## src/hdl/flr_pkg.sv

```systemverilog
// Package for the flash/torch LED control register bank.
// Assumes an I2C-compatible front end delivers decoded byte writes and reads.
package flr_pkg;
    // ----------------------------------------------------------------
    // Register offsets
    // ----------------------------------------------------------------
    localparam logic [7:0] ADDR_TORCH_RAMP = 8'h06;
    localparam logic [7:0] ADDR_CONFIG = 8'h07;
    localparam logic [7:0] ADDR_FLASH_FEAT = 8'h08;
    localparam logic [7:0] ADDR_CURRENT = 8'h09;
    localparam logic [7:0] ADDR_ENABLE = 8'h0A;
    localparam logic [7:0] ADDR_FLAGS = 8'h0B;
    // ----------------------------------------------------------------
    // Reset values and writable masks
    // ----------------------------------------------------------------
    localparam logic [7:0] RST_TORCH_RAMP = 8'h00;
    localparam logic [7:0] RST_CONFIG = 8'h78;
    localparam logic [7:0] RST_FLASH_FEAT = 8'h12;
    localparam logic [7:0] RST_CURRENT = 8'h0F;
    localparam logic [7:0] RST_ENABLE = 8'h00;
    localparam logic [7:0] MASK_TORCH_RAMP = 8'h3F;
    localparam logic [7:0] MASK_CURRENT = 8'h7F;
    // ----------------------------------------------------------------
    // Field positions
    // ----------------------------------------------------------------
    localparam int CFG_STROBE_LEVEL = 7;
    localparam int CFG_STROBE_POL = 6;
    localparam int CFG_TORCH_POL = 5;
    localparam int CFG_RF_POL = 4;
    localparam int CFG_RF_TO_TORCH = 3;
    localparam int CFG_INPUT_VOLTAGE_FLASH_MONITOR_EN = 2;
    localparam int CFG_THERM_MONITOR = 1;
    localparam int CFG_IND_EXTERNAL = 0;
    localparam int EN_THERM = 7;
    localparam int EN_RF = 6;
    localparam int EN_STROBE = 5;
    localparam int EN_TORCH = 4;
    localparam int EN_PRECHARGE = 3;
    localparam int EN_PASS_ONLY = 2;
    localparam int FLAG_RF_EVENT = 7;
    // ----------------------------------------------------------------
    // Modes and bundles
    // ----------------------------------------------------------------
    typedef enum logic [1:0] {
        MODE_STANDBY = 2'h0,
        MODE_INDICATOR = 2'h1,
        MODE_TORCH = 2'h2,
        MODE_FLASH = 2'h3
    } flr_mode_t;

    typedef struct packed {
        logic strobe;
        logic torch;
        logic rf_pulse;
    } flr_pins_t;

    typedef struct packed {
        logic led_on;
        logic at_torch_level;
        logic flash_active;
        logic torch_active;
        logic pass_only;
        logic precharge;
        logic input_voltage_flash_monitor_en;
        logic therm_en;
        logic therm_monitor;
        logic ind_external;
        logic [1:0] peak_limit;
        logic [2:0] flash_ramp;
        logic [2:0] flash_timeout;
        logic [2:0] torch_up;
        logic [2:0] torch_down;
        logic [2:0] torch_code;
        logic [3:0] flash_code;
    } flr_ctrl_t;

    // Timing
    localparam int CLK_HZ = 20_000_000;
    localparam int FLASH_STEP_MS = 100;
    localparam int FLASH_STEP_CYC = CLK_HZ / 1000 * FLASH_STEP_MS;
endpackage

```

## src/hdl/flr_regs.sv

```systemverilog
// Register bank and pin-facing control for the LED flash/torch driver.
// Assumes byte writes/reads arrive from an I2C-compatible slave on clk_in;
// strobe, torch and RF-pulse pins are asynchronous.
`timescale 1ns/100ps
`default_nettype none
module flr_regs (
    input wire logic clk_in,
    input wire logic rst_n_in,
    input wire logic wr_en_in,
    input wire logic rd_en_in,
    input wire logic [7:0] addr_in,
    input wire logic [7:0] wdata_in,
    input wire flr_pkg::flr_pins_t pins_in,
    input wire logic [6:0] fault_in,
    output logic [7:0] rdata_out,
    output flr_pkg::flr_ctrl_t ctrl_out
);
    import flr_pkg::*;

    logic [7:0] torch_ramp_times_ff;
    logic [7:0] pin_and_response_config_ff;
    logic [7:0] flash_timing_and_limit_ff;
    logic [7:0] led_current_levels_ff;
    logic [7:0] function_enables_and_mode_ff;
    logic [7:0] flags_ff;
    logic [7:0] rdata_ff;
    flr_ctrl_t ctrl_ff;
    flr_pins_t sync1_ff;
    flr_pins_t sync2_ff;
    logic strobe_prev_ff;
    logic flash_run_ff;
    logic [31:0] flash_cnt_ff;
    logic pass_latch_ff;
    logic mode_lock;
    logic strobe_act;
    logic torch_act;
    logic rf_act;
    logic strobe_rise;
    logic [1:0] mode;
    logic in_flash;
    logic in_torch;
    logic [31:0] timeout_cycles;

    function automatic logic pin_active(input logic raw, input logic pol_high);
        pin_active = pol_high ? raw : ~raw;
    endfunction

    // ----------------------------------------------------------------
    // Pin synchronisers
    // ----------------------------------------------------------------
    always_ff @(posedge clk_in or negedge rst_n_in) begin
        if (!rst_n_in) begin
            sync1_ff <= '0;
            sync2_ff <= '0;
        end else begin
            sync1_ff <= pins_in;
            sync2_ff <= sync1_ff;
        end
    end

    assign strobe_act = pin_active(sync2_ff.strobe, pin_and_response_config_ff[CFG_STROBE_POL]);
    assign torch_act = pin_active(sync2_ff.torch, pin_and_response_config_ff[CFG_TORCH_POL]);
    assign rf_act = pin_active(sync2_ff.rf_pulse, pin_and_response_config_ff[CFG_RF_POL]) &
                    function_enables_and_mode_ff[EN_RF];
    assign strobe_rise = strobe_act & ~strobe_prev_ff;
    assign mode = function_enables_and_mode_ff[1:0];
    assign mode_lock = flags_ff[FLAG_RF_EVENT];
    assign timeout_cycles = (32'(flash_timing_and_limit_ff[2:0]) + 32'h1) * 32'(FLASH_STEP_CYC);

    // ----------------------------------------------------------------
    // Register writes
    // ----------------------------------------------------------------
    always_ff @(posedge clk_in or negedge rst_n_in) begin
        if (!rst_n_in) begin
            torch_ramp_times_ff <= RST_TORCH_RAMP;
            pin_and_response_config_ff <= RST_CONFIG;
            flash_timing_and_limit_ff <= RST_FLASH_FEAT;
            led_current_levels_ff <= RST_CURRENT;
            function_enables_and_mode_ff <= RST_ENABLE;
        end else if (wr_en_in) begin
            case (addr_in)
                ADDR_TORCH_RAMP: torch_ramp_times_ff <= wdata_in & MASK_TORCH_RAMP;
                ADDR_CONFIG: pin_and_response_config_ff <= wdata_in;
                ADDR_FLASH_FEAT: flash_timing_and_limit_ff <= wdata_in;
                ADDR_CURRENT: led_current_levels_ff <= wdata_in & MASK_CURRENT;
                ADDR_ENABLE: begin
                    // Mode bits frozen while the RF event flag stands
                    function_enables_and_mode_ff[7:2] <= wdata_in[7:2];
                    if (!mode_lock) begin
                        function_enables_and_mode_ff[1:0] <= wdata_in[1:0];
                    end
                end
                default: ;
            endcase
        end else if (flash_run_ff && mode == MODE_FLASH && !pin_and_response_config_ff[CFG_STROBE_LEVEL] &&
                     flash_cnt_ff >= timeout_cycles) begin
            // Time-out returns the part to standby
            function_enables_and_mode_ff[1:0] <= MODE_STANDBY;
        end
    end

    // ----------------------------------------------------------------
    // Flags: hardware set beats read clear
    // ----------------------------------------------------------------
    always_ff @(posedge clk_in or negedge rst_n_in) begin
        if (!rst_n_in) begin
            flags_ff <= '0;
        end else begin
            flags_ff <= (rd_en_in && addr_in == ADDR_FLAGS) ? 8'h00 : flags_ff;
            if (rf_act && (mode == MODE_TORCH || mode == MODE_INDICATOR) &&
                !pin_and_response_config_ff[CFG_RF_TO_TORCH]) begin
                flags_ff[FLAG_RF_EVENT] <= 1'b1;
            end
            if (flash_run_ff && !pin_and_response_config_ff[CFG_STROBE_LEVEL] && flash_cnt_ff >= timeout_cycles) begin
                flags_ff[0] <= 1'b1;
            end
            for (int i = 0; i < 7; i++) begin
                if (fault_in[i]) begin
                    flags_ff[i] <= 1'b1;
                end
            end
        end
    end

    // ----------------------------------------------------------------
    // Flash sequencing
    // ----------------------------------------------------------------
    // Pin enable clear means the bus write alone starts the flash
    assign in_flash = (mode == MODE_FLASH) && (!function_enables_and_mode_ff[EN_STROBE] ||
                      (pin_and_response_config_ff[CFG_STROBE_LEVEL] ? strobe_act : (flash_run_ff | strobe_rise)));
    assign in_torch = (mode == MODE_TORCH) && (!function_enables_and_mode_ff[EN_TORCH] || torch_act);

    always_ff @(posedge clk_in or negedge rst_n_in) begin
        if (!rst_n_in) begin
            strobe_prev_ff <= 1'b0;
            flash_run_ff <= 1'b0;
            flash_cnt_ff <= '0;
        end else begin
            strobe_prev_ff <= strobe_act;
            flash_run_ff <= in_flash;
            flash_cnt_ff <= in_flash ? flash_cnt_ff + 32'h1 : 32'h0;
        end
    end

    always_ff @(posedge clk_in or negedge rst_n_in) begin
        if (!rst_n_in) begin
            pass_latch_ff <= 1'b0;
        end else if (mode == MODE_STANDBY) begin
            pass_latch_ff <= 1'b0;
        end else if (function_enables_and_mode_ff[EN_PASS_ONLY]) begin
            pass_latch_ff <= 1'b1;
        end
    end

    // ----------------------------------------------------------------
    // Control outputs
    // ----------------------------------------------------------------
    always_ff @(posedge clk_in or negedge rst_n_in) begin
        if (!rst_n_in) begin
            ctrl_ff <= '0;
        end else begin
            // RF off response kills only a flash; torch level otherwise
            ctrl_ff.led_on <= (in_flash && !(rf_act && !pin_and_response_config_ff[CFG_RF_TO_TORCH])) ||
                              in_torch || mode == MODE_INDICATOR;
            ctrl_ff.at_torch_level <= in_flash && rf_act && pin_and_response_config_ff[CFG_RF_TO_TORCH];
            ctrl_ff.flash_active <= in_flash;
            ctrl_ff.torch_active <= in_torch;
            ctrl_ff.pass_only <= pass_latch_ff | function_enables_and_mode_ff[EN_PASS_ONLY];
            ctrl_ff.precharge <= function_enables_and_mode_ff[EN_PRECHARGE];
            ctrl_ff.input_voltage_flash_monitor_en <= pin_and_response_config_ff[CFG_INPUT_VOLTAGE_FLASH_MONITOR_EN];
            ctrl_ff.therm_en <= function_enables_and_mode_ff[EN_THERM];
            ctrl_ff.therm_monitor <= pin_and_response_config_ff[CFG_THERM_MONITOR];
            ctrl_ff.ind_external <= pin_and_response_config_ff[CFG_IND_EXTERNAL];
            ctrl_ff.peak_limit <= flash_timing_and_limit_ff[7:6];
            ctrl_ff.flash_ramp <= flash_timing_and_limit_ff[5:3];
            ctrl_ff.flash_timeout <= flash_timing_and_limit_ff[2:0];
            ctrl_ff.torch_up <= torch_ramp_times_ff[5:3];
            ctrl_ff.torch_down <= torch_ramp_times_ff[2:0];
            ctrl_ff.torch_code <= led_current_levels_ff[6:4];
            ctrl_ff.flash_code <= led_current_levels_ff[3:0];
        end
    end

    // ----------------------------------------------------------------
    // Read path
    // ----------------------------------------------------------------
    always_ff @(posedge clk_in or negedge rst_n_in) begin
        if (!rst_n_in) begin
            rdata_ff <= '0;
        end else if (rd_en_in) begin
            case (addr_in)
                ADDR_TORCH_RAMP: rdata_ff <= torch_ramp_times_ff;
                ADDR_CONFIG: rdata_ff <= pin_and_response_config_ff;
                ADDR_FLASH_FEAT: rdata_ff <= flash_timing_and_limit_ff;
                ADDR_CURRENT: rdata_ff <= led_current_levels_ff;
                ADDR_ENABLE: rdata_ff <= function_enables_and_mode_ff;
                ADDR_FLAGS: rdata_ff <= flags_ff;
                default: rdata_ff <= 8'h00;
            endcase
        end
    end

    assign rdata_out = rdata_ff;
    assign ctrl_out = ctrl_ff;
endmodule
`default_nettype wire

```

## config.mk

```make
export PLATFORM = sky130hd
export DESIGN_NAME = flr_regs
export DESIGN_NICKNAME = d
export VERILOG_FILES = /design/src/hdl/flr_pkg.sv /design/src/hdl/flr_regs.sv
export SDC_FILE = /design/constraint.sdc
export NUM_CORES = 1
export LEC_CHECK = 0
export BUFFER_PORTS_ARGS = -buffer_cell sky130_fd_sc_hd__buf_4
export CORE_AREA = 5 5 121 123
export CTS_CLUSTER_SIZE = 30
export DETAILED_ROUTE_END_ITERATION = 10
export DIE_AREA = 0 0 126 128
export GPL_TIMING_DRIVEN = 0
export PLACE_DENSITY = 0.66
export SYNTH_ARGS = -nofsm -noshare
export SYNTH_HDL_FRONTEND = slang
export SYNTH_SLANG_ARGS = --single-unit
```

## constraint.sdc

```tcl
create_clock -name clk_in -period 4.9 [get_ports clk_in]
set_input_delay 0 -clock clk_in [delete_from_list [all_inputs] [get_ports clk_in]]
set_output_delay 0 -clock clk_in [all_outputs]
set_load 0.03 [all_outputs]
```

==> impl_metrics.py, run 1 <==
metrics = {
    "clock_tree": {
        "h-tree-depth": 4,
        "cts_tree": "done",
        "cts.clk_slew.worst_paths_ns": 0.06,
        "cts_buffers": 17,
        "cts_setup_buffers": 0,
        "clock_latency_ns": 0.41,
        "root_buffer": "clkbuf_16",
        "cts_num_sinks": 124,
        "cts_max_path_buffers": 2,
    },
    "sta": {
        "rsz0062_at_grt": "no",
        "slew_viol_final": 0,
        "finalClockSkew_ns": 0.00604,
        "setup_violations": 0,
        "fin_crit_sh_pct": 93.5,
        "hold_ws_ns": 0.0725,
        "hold_viol": 0,
        "fin_ws_ns": 0.319,
        "fin_crit_ns": 4.58,
        "fmax_ghz": 0.218,
        "tightest_slew_ns": 1.02,
        "tns_ns": 0,
        "relSlewSlack_pct": 31.5,
    },
    "logic_synthesis": {
        "netlist_area_mm2": 0.00590,
        "syn_nets": 560,
        "async_flop_share_pct": 100,
        "synthDistinctLibCells": 58,
        "synth-seq-area-share_pct": 52.8,
        "yosysWarnings": 0,
        "synth.avg_cell_area_um2": 11.9,
        "synthCells": 494,
        "synthMostInstantiatedCell": "dfrtp_1",
        "ys_ff_latch": 124,
        "synth_edf_count": 0,
        "synth_common_cells": "114 x dfrtp_1, 42 x nor2_1, 40 x mux2_2",
        "synth_top_area_cell": "dfrtp_1",
        "yosys_most_used_dff": "dfrtp_1",
        "synth_top_area_share_pct": 48.3,
        "synthTopCellsByArea": "dfrtp_1 48%, mux2_2 7.6%, ha_1 7.0%",
    },
    "drt": {
        "post_drt_wl_per_cell_um": 17.1,
        "drc": 0,
        "drtAntennaViolNets": 0,
        "drt-total-wl_mm": 13.5,
        "drtIter0Drc": 280,
        "vias": 4184,
        "viasPerCell": 5.28,
        "drt-pass1-iter-count": 4,
    },
    "global_route": {
        "grt_max_degree": 82,
        "grt_pass1_vias": 4513,
        "gr-total-overflow": 0,
        "antenna_found_initial": 0,
        "grt_usage_pct": 18.0,
        "grt_pass1_wl_mm": 22.9,
    },
    "floorplan": {
        "core_mm2": 0.0136,
        "dieArea_mm2": 0.0161,
        "dieHeight_um": 128,
        "num_rows": 43,
        "ioPinCount": 69,
        "initial_core_util_pct": 43.5,
        "chipWidth_um": 126,
    },
    "setup_path": {
        "reg2regPathDepth": 17,
        "crit_arrival_ns": 4.91,
        "cp-start-kind": "flop",
        "critPathRequiredTime_ns": 5.22,
        "path_class": "flop to flop",
        "cpPeakStageDelay_ns": 0.56,
        "reg2reg_from": "flash_timing_and_limit_ff[0]$_DFFE_PN0P_",
        "cp.buffers_inverters": 4,
        "crit_chain": "inv_1, ha_1, inv_1, ha_1, inv_1, fa_1, inv_1, ha_1, a21oi_1, o21ai_0, a22oi_1, xnor2_1, ha_1, and4_1, a2111oi_2, nor2_1, nor3_1",
        "rr_endpoint": "function_enables_and_mode_ff[1]$_DFFE_PN0P_",
        "cp_max_fo": 11,
        "cpLargestDelayFamily": "adder cells",
        "endpoint_kind": "flop",
        "crit_slowest_cell": "fa_1",
        "r2r_slack_ns": 0.32,
    },
    "power": {
        "p_leak_nw": 3.53,
        "power_density_mw_per_mm2": 338,
        "ir_drop_mv": 0.237,
    },
    "job": {
        "cap_violations": 0,
    },
    "finish": {
        "area_growth_pct": 26.3,
        "layout.nets": 665,
        "fillerInstances": 1147,
        "instances_no_fill": 792,
        "drive_gt1_share_pct": 27.6,
        "antenna_cells": 0,
    },
    "placement": {
        "place_ws_ns": -0.236,
        "dpl.cell_count": 742,
        "place_congestion": 0.838,
        "buffer_ports.inserted": 67,
        "detailed_place_hpwl_mm": 9.52,
    },
    "outcome": {
        "outcome": "complete, no violations",
    },
    "worst_hold_path": {
        "hp-class": "primary input to async pin",
    },
}
layer usage:
layer | vias to the layer above | track usage [%] | wire length, µm
met5 | - | 0 | 0
li1 | 1973 | - | -
met1 | 2090 | 23.0 | 5820
met3 | 15 | 5.04 | 758
met2 | 106 | 29.5 | 6790
met4 | 0 | 6.50 | 171
worst reg2reg max path, stage by stage, from the launching register on:
cell       delay (ns)
dfrtp_2          0.52
inv_1            0.21
ha_1             0.45
inv_1            0.13
ha_1             0.30
inv_1            0.05
fa_1             0.56
inv_1            0.07
ha_1             0.28
a21oi_1          0.15
o21ai_0          0.11
a22oi_1          0.21
xnor2_1          0.17
ha_1             0.27
and4_1           0.22
a2111oi_2        0.47
nor2_1           0.13
nor3_1           0.21
metrics by stage:
step	power (mW)	utilization (%)	cell area, µm²
after global placement	1.29	48.9	6630
after detailed placement	1.30	49.1	6660
final	2.52	55.0	7450
after CTS	2.55	55.0	7460
after floorplan	1.20	-	5900
after global routing	2.63	55.0	7450
sequential cells by signal (all words and copies together) (netlist names):
register                      count
flash_cnt_ff                     32
ctrl_out                         31
flags_ff                          8
flash_timing_and_limit_ff         8
function_enables_and_mode_ff      8
pin_and_response_config_ff        8
rdata_out                         8
led_current_levels_ff             7
torch_ramp_times_ff               6
sync1_ff                          3
sync2_ff                          3
pass_latch_ff                     1
strobe_prev_ff                    1
cell type report:
type | instances | area [µm²] | area share [%]
Multi-Input combinational cell | 330 | 2630 | 35.3
Clock buffer | 18 | 429 | 5.76
Inverter | 28 | 105 | 1.41
Clock inverter | 14 | 163 | 2.18
Timing Repair Buffer | 87 | 724 | 9.72
Tap cell | 180 | 225 | 3.02
Buffer | 11 | 60.1 | 0.806
Sequential cell | 124 | 3120 | 41.8
cells in the final DEF (no fill, tap or decap), drive strengths merged, types with 3 or more instances in the layout:
cell type    netlist  final
a21o              16     16
a21oi             16     16
a221oi             3      3
a222oi             6      6
a22oi              7      7
and2               4      4
and3               8      8
and4               5      5
buf                3     71
clkbuf             9     26
clkinv             1      5
clkinvlp           0      4
dfrtp            114    114
dfstp             10     10
dlygate4sd3        0     19
fa                 3      3
ha                33     33
inv               27     31
mux2              41     41
nand2             22     22
nand2b             4      4
nand3             15     15
nand4             14     14
nor2              42     42
nor3               8      8
nor4               8      8
o21ai              6      6
xnor2             14     14
xor2              27     27
what timing repair did:
action,in CTS,in global routing
hold buffers,19,0
endpoints found under the hold margin,165,0
endpoints found under the setup margin,3,3
pin swaps,0,0
cloned,0,0
gates resized for setup,3,1
report_power, final:
part / switching [mW] / internal, mW
logic: 0.120 / 0.0920
clock network: 0.472 / 0.758
registers: 0.0225 / 1.06
logic make-up (layout without fill, tap and decap cells):
| group | Yosys count | in the layout | synth area share [%] |
|---|---|---|---|
| simple gates | 140 | 140 | 13.6 |
| flops | 124 | 124 | 52.8 |
| compound gates | 69 | 69 | 8.40 |
| mux | 43 | 43 | 8.16 |
| xor+xnor | 41 | 41 | 6.08 |
| buf+inv | 40 | 158 | 2.86 |
| fa+ha+maj | 36 | 36 | 8.01 |
| other cells | 1 | 1 | 0.0635 |
worst max path at each step:
stage	endpoint	startpoint	cells after the start	slack [ns]
after floorplan	function_enables_and_mode_ff[1]$_DFFE_PN0P_	flash_timing_and_limit_ff[0]$_DFFE_PN0P_	17	0.70
after global placement	function_enables_and_mode_ff[1]$_DFFE_PN0P_	flash_timing_and_limit_ff[0]$_DFFE_PN0P_	17	-0.11
after detailed placement	function_enables_and_mode_ff[1]$_DFFE_PN0P_	flash_timing_and_limit_ff[0]$_DFFE_PN0P_	17	-0.24
after CTS	function_enables_and_mode_ff[1]$_DFFE_PN0P_	flash_timing_and_limit_ff[0]$_DFFE_PN0P_	17	0.12
after global routing	function_enables_and_mode_ff[1]$_DFFE_PN0P_	flash_timing_and_limit_ff[0]$_DFFE_PN0P_	17	0.03
final	function_enables_and_mode_ff[1]$_DFFE_PN0P_	flash_timing_and_limit_ff[0]$_DFFE_PN0P_	17	0.32
(Power assumes the default switching activity.)
==> run 2, diff against run 1 <==
GPL_TIMING_DRIVEN = not set   (was 0)
==> run 2 against run 1 <==
  * Cell area shrank 0.77%
  * Hold slack lost 0.026 ns
  * Setup slack gained 0.19 ns
  * Sequential power is essentially flat
  * Global-route usage shrank 0.12 points
  * Largest cell class unchanged
==> impl_metrics.py, run 2 (same netlist as run 1, synthesis figures left out) <==
metrics = {
    "outcome": {
        "outcome": "complete, no violations",
    },
    "finish": {
        "drive_gt1_share_pct": 27.8,
        "fin_util_pct": 54.6,
        "top_register": "flash_cnt_ff",
        "regArea_mm2": 0.00312,
        "area_growth_pct": 25.3,
        "fin_area_mm2": 0.00740,
        "multi_input_area_mm2": 0.00262,
        "largest_reg_flops": 32,
        "final_common_cell": "dfrtp_1",
        "antenna_cells": 0,
        "fillerInstances": 1169,
        "layout.nets": 657,
        "most-common-layout-cells": "114 x dfrtp_1, 71 x buf_4, 42 x nor2_1",
    },
    "global_route": {
        "grt_usage_pct": 17.9,
        "antenna_found_initial": 0,
        "gr-total-overflow": 0,
        "grt_pass1_wl_mm": 22.6,
        "grt_max_degree": 73,
        "grt_pass1_vias": 4320,
    },
    "power": {
        "p_leak_nw": 3.52,
        "ir_drop_mv": 0.211,
        "power_density_mw_per_mm2": 345,
    },
    "clock_tree": {
        "root_buffer": "clkbuf_16",
        "cts_max_path_buffers": 2,
        "h-tree-depth": 4,
        "clock_latency_ns": 0.42,
        "cts.clk_slew.worst_paths_ns": 0.06,
        "cts_setup_buffers": 0,
        "cts_buffers": 17,
        "cts_num_sinks": 124,
        "cts_tree": "done",
    },
    "setup_path": {
        "endpoint_kind": "flop",
        "crit_slowest_cell": "fa_1",
        "critPathRequiredTime_ns": 5.24,
        "cpLargestDelayFamily": "adder cells",
        "cp.buffers_inverters": 4,
        "path_class": "flop to flop",
        "cp-start-kind": "flop",
        "crit_chain": "inv_1, ha_1, inv_1, ha_1, inv_1, fa_1, inv_1, ha_1, a21oi_1, o21ai_0, a22oi_1, xnor2_1, ha_1, and4_1, a2111oi_0, nor2_1, nor3_1",
        "cp_max_fo": 5,
        "crit_arrival_ns": 4.74,
        "cpPeakStageDelay_ns": 0.55,
    },
    "sta": {
        "hold_viol": 0,
        "fin_ws_ns": 0.505,
        "fmax_ghz": 0.228,
        "slew_viol_final": 0,
        "setup_violations": 0,
        "relSlewSlack_pct": 23.2,
        "tightest_slew_ns": 1.15,
        "fin_crit_sh_pct": 89.7,
        "rsz0062_at_grt": "no",
        "hold_ws_ns": 0.0464,
        "finalClockSkew_ns": 0.00739,
        "fin_crit_ns": 4.40,
        "tns_ns": 0,
    },
    "placement": {
        "place_congestion": 0.851,
        "place_ws_ns": 0.485,
        "detailed_place_hpwl_mm": 9.37,
        "dpl-instance-area_mm2": 0.00660,
        "buffer_ports.inserted": 68,
    },
    "floorplan": {
        "core_mm2": 0.0136,
        "dieArea_mm2": 0.0161,
        "dieHeight_um": 128,
        "num_rows": 43,
        "ioPinCount": 69,
        "chipWidth_um": 126,
        "initial_core_util_pct": 43.5,
    },
    "job": {
        "cap_violations": 0,
    },
    "drt": {
        "post_drt_wl_per_cell_um": 17.2,
        "vias": 4114,
        "viasPerCell": 5.25,
        "drtAntennaViolNets": 0,
        "drtIter0Drc": 362,
        "drt-pass1-iter-count": 5,
        "drc": 0,
        "drt-total-wl_mm": 13.5,
    },
    "worst_hold_path": {
        "hp-class": "primary input to flop",
    },
}
run 2: cell count changes in the layout (fill, tap and decap cells not counted), sizes merged:
cell	before	now
clkinvlp	4	2
inv	31	34
clkbuf	26	17
run 2: final timing paths:
check / slack, ns / start / cells past startpoint / end
max: 0.50 / flash_timing_and_limit_ff[0]$_DFFE_PN0P_ / 17 / function_enables_and_mode_ff[1]$_DFFE_PN0P_
min: 0.05 / rd_en_in / 3 / rdata_out[3]$_DFFE_PN0P_
max reg2reg: 0.50 / flash_timing_and_limit_ff[0]$_DFFE_PN0P_ / 17 / function_enables_and_mode_ff[1]$_DFFE_PN0P_
min reg2reg: 0.35 / sync1_ff[0]$_DFF_PN0_ / 0 / sync2_ff[0]$_DFF_PN0_
max in group asynchronous: 3.43 / rst_n_in / 3 / sync2_ff[2]$_DFF_PN0_
min in group asynchronous: 0.24 / rst_n_in / 2 / flash_cnt_ff[19]$_DFF_PN0_
run 2: routing by layer:
metal | GRT usage [%] | wire, µm | up-vias
met4 | 7.07 | 278 | 0
li1 | - | - | 1959
met5 | 0 | 0 | -
met2 | 28.2 | 6540 | 93
met1 | 23.7 | 6110 | 2039
met3 | 4.75 | 553 | 23
run 2: final cells by class:
cell class / count / area share (%)
clock inverters: 15 / 2.42
clock buffers: 17 / 5.75
well taps: 180 / 3.04
repair buffers: 90 / 9.78
flip-flops and latches: 124 / 42.1
inverters: 28 / 1.42
multi-input cells: 330 / 35.5
run 2: report_power, final:
part           total, mW  leakage (nW)  internal [mW]  switching (mW)
combinational      0.209          1.59         0.0900           0.119
sequential          1.08          1.63           1.06          0.0213
clock               1.26         0.291          0.767           0.497
run 2: repair_timing:
action,4_1_cts,5_1_grt
hold endpoints to repair,114,0
hold buffers,19,0
gates resized for setup,0,0
setup endpoints to repair,0,0
run 2: stage by stage:
| step | instances | power (mW) |
|---|---|---|
| after CTS | 784 | 2.58 |
| after global placement | 733 | 1.29 |
| after floorplan | 494 | 1.20 |
| after detailed placement | 733 | 1.30 |
| after global routing | 784 | 2.66 |
| final | 784 | 2.55 |
run 2: worst min-delay path: stages:
cell and delay [ns]:
buf_4 0.11, clkinv_1 0.19, a21o_1 0.14
